==> config.mk <==
export PLATFORM = sky130hd
export DESIGN_NAME = hcr_regs
export DESIGN_NICKNAME = d
export VERILOG_FILES = /design/src/include/hcr_pkg.sv /design/src/core/hcr_regs.sv /design/src/core/hcr_reset_ctl.sv
export VERILOG_INCLUDE_DIRS = /design/src /design/src/include
export SDC_FILE = /design/constraint.sdc
export NUM_CORES = 1
export LEC_CHECK = 0
export BUFFER_PORTS_ARGS = -buffer_cell sky130_fd_sc_hd__buf_2
export CAP_MARGIN = 0
export CORE_ASPECT_RATIO = 0.8
export CORE_MARGIN = 1
export CORE_UTILIZATION = 40
export CTS_CLUSTER_SIZE = 10
export DETAILED_ROUTE_END_ITERATION = 6
export PLACE_DENSITY = 0.7
export SETUP_SLACK_MARGIN = 0.4
export SYNTH_ARGS = -nofsm -noshare
export SYNTH_HDL_FRONTEND = slang
export SYNTH_SLANG_ARGS = --single-unit
==> constraint.sdc <==
create_clock -name clk_i -period 4.95 [get_ports clk_i]
set_input_delay 0.99 -clock clk_i [delete_from_list [all_inputs] [get_ports clk_i]]
set_output_delay 0.99 -clock clk_i [all_outputs]
set_load 0.02 [all_outputs]
==> src/include/hcr_cfg.svh <==
// register offsets, field positions and reset values for the hub config block
`ifndef HCR_CFG_SVH
`define HCR_CFG_SVH
`define HCR_OFF_HUB_CFG2 4'h0
`define HCR_OFF_POTG 4'h1
`define HCR_OFF_PID_LO 4'h2
`define HCR_OFF_PID_HI 4'h3
`define HCR_OFF_VID_LO 4'h4
`define HCR_OFF_VID_HI 4'h5
`define HCR_OFF_USB_CTL 4'h6
`define HCR_OFF_GLOB_CTL 4'h7
`define HCR_OFF_STATUS 4'h8
`define HCR_BIT_P5E 0
`define HCR_BIT_P5A 1
`define HCR_BIT_P6_LO 4
`define HCR_BIT_P6_HI 5
`define HCR_BIT_POWER_SWITCH_PRESENT 7
`define HCR_CFG2_WMASK 8'hB3
`define HCR_BIT_FUNCTION_RESET_GATE 4
`define HCR_BIT_UPSTREAM_CONNECT 7
`define HCR_USB_CTL_WMASK 8'h90
`define HCR_BIT_RST_POL 0
`define HCR_GLOB_CTL_WMASK 8'h01
`define HCR_RST_BYTE 8'h00
`define HCR_POTG_UNIT_MS 2
`endif

==> src/include/hcr_pkg.sv <==
// types shared by the hub config register block
package hcr_pkg;
  typedef enum logic [1:0] {
    HCR_P6_ABSENT = 2'b00,
    HCR_P6_PERMANENT = 2'b01,
    HCR_P6_REMOVABLE_DETACHED = 2'b10,
    HCR_P6_REMOVABLE_ATTACHED = 2'b11
  } hcr_p6_state_t;
endpackage

==> src/core/hcr_regs.sv <==
`timescale 1ns/100ps
// hub configuration register bank with reset interconnect and pullup control
`include "hcr_cfg.svh"

// Notes on behaviour
// [RULE1] config-2 cleared only by power-up reset
// [RULE2] bit0 enables port 5, reset disabled
// [RULE3] bit1 marks port 5 permanent, reset removable
// [RULE4] bits5:4 encode embedded port-6 state
// [RULE5] bit7 reports power switching, reset zero
// [RULE6] power-good delay byte, 2 ms units
// [RULE7] power-good delay cleared only by power-up
// [RULE8] product id low/high bytes, reset zero
// [RULE9] vendor id low/high bytes, reset zero
// [RULE10] internal reset from power-up or gated function
// [RULE11] gate bit controls function reset, starts off
// [RULE12] internal reset clears only the product and vendor id regs
// [RULE13] reset output true or inverted by polarity
// [RULE14] external controller resets from reset output
// [RULE15] connect bit one drives pullup high
// [RULE16] connect bit zero drives pullup low
// [RULE17] connect is usb control bit7, reset zero
// [RULE18] reserved config-2 bits read zero
module hcr_regs
  import hcr_pkg::*;
#(
  parameter int ADDR_W = 4 // word index width
) (
  // clock and power-up reset
  input wire logic clk_i,
  input wire logic rst_i,
  // function reset source
  input wire logic usb_function_reset_i,
  // wishbone slave
  input wire logic wb_cyc_i,
  input wire logic wb_stb_i,
  input wire logic wb_we_i,
  input wire logic [ADDR_W+1:0] wb_adr_i,
  input wire logic [3:0] wb_sel_i,
  input wire logic [31:0] wb_dat_i,
  output logic [31:0] wb_dat_o,
  output logic wb_ack_o,
  output logic wb_err_o,
  // hub config fields
  output logic port5_enable_o,
  output logic port5_permanent_o,
  output hcr_p6_state_t port6_embedded_state_o,
  output logic power_switch_present_o,
  output logic [7:0] hub_power_good_delay_o,
  output logic [15:0] hub_product_id_o,
  output logic [15:0] hub_vendor_id_o,
  // reset and pullup pins
  output logic internal_reset_o,
  output logic reset_output_pin_o,
  output logic pullup_drive_pin_o
);

  // elaboration check: the map needs nine word slots, so four index bits at least
  if (ADDR_W < 4) begin : g_addr_check
    $error("hcr_regs: ADDR_W must be at least 4");
  end

  // register storage
  logic [7:0] hub_config_second_q; // port5/port6/power switch
  logic [7:0] hub_power_good_delay_q; // descriptor offset 5
  logic [7:0] hub_product_id_low_q;
  logic [7:0] hub_product_id_high_q;
  logic [7:0] hub_vendor_id_low_q;
  logic [7:0] hub_vendor_id_high_q;
  logic [7:0] usb_control_reg_q; // connect and function reset gate
  logic [7:0] global_control_reg_q; // reset output polarity
  logic ack_q;
  logic err_q;
  logic [31:0] dat_q;

  // bus decode
  logic req;
  logic wr_ok;
  logic [ADDR_W-1:0] idx;
  logic mapped;
  logic int_rst;

  // word index from byte address; low two bits ignored
  assign idx = wb_adr_i[ADDR_W+1:2];
  // a new request is one not yet answered, so ack lasts one cycle
  assign req = wb_cyc_i & wb_stb_i & ~ack_q & ~err_q;

  // decode: true for any implemented word index
  function automatic logic is_mapped(input logic [ADDR_W-1:0] a);
    return a <= ADDR_W'(`HCR_OFF_STATUS);
  endfunction

  // byte write with mask; reserved positions stay zero
  function automatic logic [7:0] wr_byte(input logic [7:0] old, input logic [7:0] nw,
                                         input logic [7:0] mask);
    return (old & ~mask) | (nw & mask);
  endfunction

  assign mapped = is_mapped(idx);
  // lane 0 carries the byte registers
  assign wr_ok = req & wb_we_i & mapped & wb_sel_i[0];

  // reset interconnect lives in its own module
  hcr_reset_ctl u_rst (
    .power_up_reset_signal_i(rst_i),
    .usb_function_reset_i(usb_function_reset_i),
    .function_reset_gate_i(usb_control_reg_q[`HCR_BIT_FUNCTION_RESET_GATE]),
    .rst_polarity_i(global_control_reg_q[`HCR_BIT_RST_POL]),
    .internal_reset_o(int_rst),
    .reset_output_pin_o(reset_output_pin_o)
  );
  assign internal_reset_o = int_rst;

  // control regs: cleared by power-up reset only
  always_ff @(posedge clk_i) begin
    if (rst_i) begin
      usb_control_reg_q <= `HCR_RST_BYTE; // [RULE11] [RULE17]
      global_control_reg_q <= `HCR_RST_BYTE;
    end else if (wr_ok) begin
      if (idx == ADDR_W'(`HCR_OFF_USB_CTL)) begin
        usb_control_reg_q <= wr_byte(usb_control_reg_q, wb_dat_i[7:0], `HCR_USB_CTL_WMASK);
      end
      if (idx == ADDR_W'(`HCR_OFF_GLOB_CTL)) begin
        global_control_reg_q <= wr_byte(global_control_reg_q, wb_dat_i[7:0],
                                        `HCR_GLOB_CTL_WMASK);
      end
    end
  end

  // config-2 and power-good delay survive function reset by design
  always_ff @(posedge clk_i) begin
    if (rst_i) begin
      hub_config_second_q <= `HCR_RST_BYTE; // [RULE1] [RULE2] [RULE3] [RULE5]
      hub_power_good_delay_q <= `HCR_RST_BYTE; // [RULE7]
    end else if (wr_ok) begin
      if (idx == ADDR_W'(`HCR_OFF_HUB_CFG2)) begin
        hub_config_second_q <= wr_byte(hub_config_second_q, wb_dat_i[7:0],
                                       `HCR_CFG2_WMASK); // [RULE18]
      end
      if (idx == ADDR_W'(`HCR_OFF_POTG)) begin
        hub_power_good_delay_q <= wb_dat_i[7:0]; // [RULE6]
      end
    end
  end

  // id bytes follow the internal reset, so a gated function reset clears them
  always_ff @(posedge clk_i) begin
    if (int_rst) begin
      hub_product_id_low_q <= `HCR_RST_BYTE; // [RULE8] [RULE12]
      hub_product_id_high_q <= `HCR_RST_BYTE;
      hub_vendor_id_low_q <= `HCR_RST_BYTE; // [RULE9]
      hub_vendor_id_high_q <= `HCR_RST_BYTE;
    end else if (wr_ok) begin
      if (idx == ADDR_W'(`HCR_OFF_PID_LO)) begin
        hub_product_id_low_q <= wb_dat_i[7:0];
      end
      if (idx == ADDR_W'(`HCR_OFF_PID_HI)) begin
        hub_product_id_high_q <= wb_dat_i[7:0];
      end
      if (idx == ADDR_W'(`HCR_OFF_VID_LO)) begin
        hub_vendor_id_low_q <= wb_dat_i[7:0];
      end
      if (idx == ADDR_W'(`HCR_OFF_VID_HI)) begin
        hub_vendor_id_high_q <= wb_dat_i[7:0];
      end
    end
  end

  // bus answer: ack for mapped, err for unmapped, one cycle after request
  always_ff @(posedge clk_i) begin
    if (rst_i) begin
      ack_q <= 1'b0;
      err_q <= 1'b0;
    end else begin
      ack_q <= req & mapped;
      err_q <= req & ~mapped;
    end
  end

  // read data registered alongside ack
  always_ff @(posedge clk_i) begin
    if (rst_i) begin
      dat_q <= 32'h0000_0000;
    end else if (req & ~wb_we_i) begin
      case (idx)
        ADDR_W'(`HCR_OFF_HUB_CFG2): dat_q <= {24'h00_0000, hub_config_second_q};
        ADDR_W'(`HCR_OFF_POTG): dat_q <= {24'h00_0000, hub_power_good_delay_q};
        ADDR_W'(`HCR_OFF_PID_LO): dat_q <= {24'h00_0000, hub_product_id_low_q};
        ADDR_W'(`HCR_OFF_PID_HI): dat_q <= {24'h00_0000, hub_product_id_high_q};
        ADDR_W'(`HCR_OFF_VID_LO): dat_q <= {24'h00_0000, hub_vendor_id_low_q};
        ADDR_W'(`HCR_OFF_VID_HI): dat_q <= {24'h00_0000, hub_vendor_id_high_q};
        ADDR_W'(`HCR_OFF_USB_CTL): dat_q <= {24'h00_0000, usb_control_reg_q};
        ADDR_W'(`HCR_OFF_GLOB_CTL): dat_q <= {24'h00_0000, global_control_reg_q};
        // status: live internal reset and pullup state
        ADDR_W'(`HCR_OFF_STATUS): dat_q <= {30'h0000_0000, pullup_drive_pin_o, int_rst};
        default: dat_q <= 32'h0000_0000;
      endcase
    end
  end

  assign wb_ack_o = ack_q;
  assign wb_err_o = err_q;
  assign wb_dat_o = dat_q;

  // field outputs straight from the register bits
  assign port5_enable_o = hub_config_second_q[`HCR_BIT_P5E]; // [RULE2]
  assign port5_permanent_o = hub_config_second_q[`HCR_BIT_P5A]; // [RULE3]
  assign port6_embedded_state_o =
    hcr_p6_state_t'(hub_config_second_q[`HCR_BIT_P6_HI:`HCR_BIT_P6_LO]); // [RULE4]
  assign power_switch_present_o = hub_config_second_q[`HCR_BIT_POWER_SWITCH_PRESENT]; // [RULE5]
  assign hub_power_good_delay_o = hub_power_good_delay_q; // [RULE6]
  assign hub_product_id_o = {hub_product_id_high_q, hub_product_id_low_q}; // [RULE8]
  assign hub_vendor_id_o = {hub_vendor_id_high_q, hub_vendor_id_low_q}; // [RULE9]

  // pullup is a push-pull drive: high connects, low disconnects
  assign pullup_drive_pin_o = usb_control_reg_q[`HCR_BIT_UPSTREAM_CONNECT]; // [RULE15] [RULE16]
endmodule

==> src/core/hcr_reset_ctl.sv <==
`timescale 1ns/100ps
// reset interconnect: combines power-up and gated function reset
module hcr_reset_ctl (
  // resets in
  input wire logic power_up_reset_signal_i,
  input wire logic usb_function_reset_i,
  // control
  input wire logic function_reset_gate_i,
  input wire logic rst_polarity_i,
  // resets out
  output logic internal_reset_o,
  output logic reset_output_pin_o
);
  // internal reset: power-up, or function reset only when gated in
  always_comb begin
    internal_reset_o = power_up_reset_signal_i |
      (usb_function_reset_i & function_reset_gate_i); // [RULE10] [RULE11]
    // polarity mux for the external reset pin
    reset_output_pin_o = rst_polarity_i ? ~internal_reset_o : internal_reset_o; // [RULE13]
  end
endmodule

==> impl_metrics.csv <==
group,metric,value,unit
setup_path,worstPathRequired,3.96,ns
floorplanning,pin_count,130,
floorplanning,die_h,77.50,um
sta,drv_slew,0,
logic_synthesis,syn_area,2850,sq um
layout,final_nets,395,
global_routing,overflow,0,
sta,min_period,3.181,ns
global_routing,grt_max_degree,35,
global_routing,antenna_found_initial,0,
clock_network,post_cts_buffers,0,
logic_synthesis,synth.cells.most_frequent,"58 x dfxtp_1, 58 x mux2i_1, 50 x nor2_1, 25 x buf_4, 8 x clkbuf_1",
floorplanning,dieArea,7469,sq um
logic_synthesis,ys_types,36,
clock_network,cts_sinks,58,
logic_synthesis,ys.flop_type,"dfxtp_1",
sta,setup_ws,1.769,ns
place,portBuffers,76,
sta,timing.setup.tns,0,ns
logic_synthesis,async_reset_ff_frac,0,
floorplanning,fp.coreArea,6892,sq um
pwr,peakVddDrop,0.1717,mV
detailed_routing,ant_nets,0,
logic_synthesis,synth_cells,277,
pwr,powerDensity,297.8,nW/um^2
detailed_routing,vias_per_cell,5.118,
place,pre_cts_slack,1.818,ns
layout,n_antenna_cell,0,
detailed_routing,post-route-drc-count,0,
layout,utilization,0.4860,
clock_network,tritoncts,"built",
logic_synthesis,yosysTopAreaCellShare,0.4074,
sta,fin_crit_sh,0.6427,
sta,maxSlewHeadroom,0.3283,
sta,worstMarginPinSlew,1.000,ns
detailed_routing,vias,2247,
run,cap_violations,0,
layout,drive_above_1_share,0.3125,
setup_path,end_kind,"primary output",
status,status,"completed",
sta,setup_viol_count_final,0,
logic_synthesis,ys_warn_count,0,
clock_network,clock_tree.root_cell,"clkbuf_8",
clock_network,insertion_delay,0.34,ns
logic_synthesis,synth_edf_count,0,
hold_path,hold_class,"flip-flop to flip-flop",
sta,fin_worst_skew,0.004274,ns
layout,fillers,653,
clock_network,hold_buffers,0,
setup_path,worstPathMaxFanout,34,
setup_path,arrival,2.19,ns
floorplanning,die_x,96.38,um
clock_network,cts_made_buffers,9,
sta,grt_setup_unrepaired,"false",
place,place_congestion,0.7670,
clock_network,post_cts_resized,0,
place,hpwlAfterDp,4961,um
logic_synthesis,avgSynthCellArea,10.29,sq um
floorplanning,rows,27,
logic_synthesis,synth_area_leaders,"dfxtp_1 41%, mux2i_1 20%, buf_4 6.6%, nor2_1 6.6%, nor4_4 4.5%",
pwr,leakage,0.001424,uW
floorplanning,initial_core_util,0.4136,
pwr,p_total,997.4,uW
layout,multiInputGateArea,1469,sq um
detailed_routing,first_pass_iters,4,
clock_network,clockBufferDepth,2,
global_routing,track_usage,0.2047,
global_routing,grt_pass1_wl,11140,um
logic_synthesis,yosysTopAreaCell,"dfxtp_1",
detailed_routing,drt_iter0_markers,111,
sta,hold_slack,0.4485,ns
logic_synthesis,synth-seq-area-share,0.4074,
global_routing,grt_pass1_vias,2037,
clock_network,clkTransAtPathRegs,0.06,ns
sta,fmax,0.3143,GHz
setup_path,path_class,"input port to primary output",
logic_synthesis,synth-seq-cells,58,
detailed_routing,post_drt_wl_per_cell,16.51,um
layout,area.sequential,1161,sq um
clock_network,htree_levels,3,
sta,hold_viol,0,
setup_path,cp-start-kind,"input port",
detailed_routing,wirelength,7250,um
layout,area.growth.synth_to_final,17.52,%
## worst paths after layout
check | start | end | slack [ns] | depth (start not counted)
max | rst_i | internal_reset_o | 1.77 | 4
min | wb_dat_o[4] | wb_dat_o[4] | 0.45 | 2
max reg2reg | wb_err_o | hub_vendor_id_low_q[6] | 2.87 | 5
min reg2reg | wb_dat_o[4] | wb_dat_o[4] | 0.45 | 2
## metal layers
layer	GRT usage	wire, um	vias up
met5	0	0	-
met4	0.04559	36	0
met2	0.2773	3025	99
met3	0.07451	527	5
li1	-	-	1070
met1	0.3057	3661	1073
## power by group
part,internal (uW),total [uW],switching (uW)
clock network,257,448,191
registers,468,469,0.863
logic,19.0,80.5,61.5
## worst max-delay path, stage by stage
cell and delay [ns]:
buf_2 0.38, a21o_1 0.19, buf_4 0.36, buf_2 0.24
## layout by cell type (no fill, tap or decap)
cell type,count
mux2i_1,58
a211o_1,1
nor3b_1,1
inv_1,3
nor2b_1,3
nor2_1,50
a22o_1,5
nor4_4,6
nand2_1,4
a22oi_1,3
o2bb2ai_1,2
or2_0,1
a32oi_1,1
dfxtp_1,58
a32o_1,1
nand2_2,1
o21ai_0,4
buf_4,2
xor2_1,1
bufinv_16,1
o21ba_2,1
mux2_2,4
conb_1,24
nand4bb_1,1
clkinv_2,3
or2_1,1
a2bb2oi_1,2
nor4_1,3
o22ai_1,5
clkinvlp_4,1
clkbuf_8,11
mux4_2,4
a21o_1,1
nand2b_1,5
buf_2,76
nor3_1,4
## cell type report
cell class / instances / area share
clock inverters: 5 / 0.01569
flip-flops and latches: 58 / 0.3467
inverters: 3 / 0.003362
clock buffers: 11 / 0.04520
repair buffers: 78 / 0.1180
well taps: 87 / 0.03250
multi-input cells: 197 / 0.4386
## state kept, by name, summed over array words and instances (netlist names), 2 cells and up
name and count:
hub_config_second_q 5, hub_power_good_delay_o 8, hub_product_id_high_q 8, hub_product_id_low_q 8, hub_vendor_id_high_q 8, hub_vendor_id_low_q 8
usb_control_reg_q 2, wb_dat_o 8
## stage by stage
stage               instance area [sq um]  instances
floorplan                            2937        300
global placement                     3146        423
detailed placement                   3146        423
CTS                                  3349        439
global route                         3349        439
finish                               3349        439
## logic make-up after synthesis
kind of cell,share of synthesized area
AND/OR/NAND/NOR,0.1602
multiplexers,0.2511
flip-flops,0.4074
buffers and inverters,0.1075
AO/OA/AOI/OAI,0.06936
XOR/XNOR,0.003073
other,0.001316
Note: power is estimated with default switching activity, not from simulation.
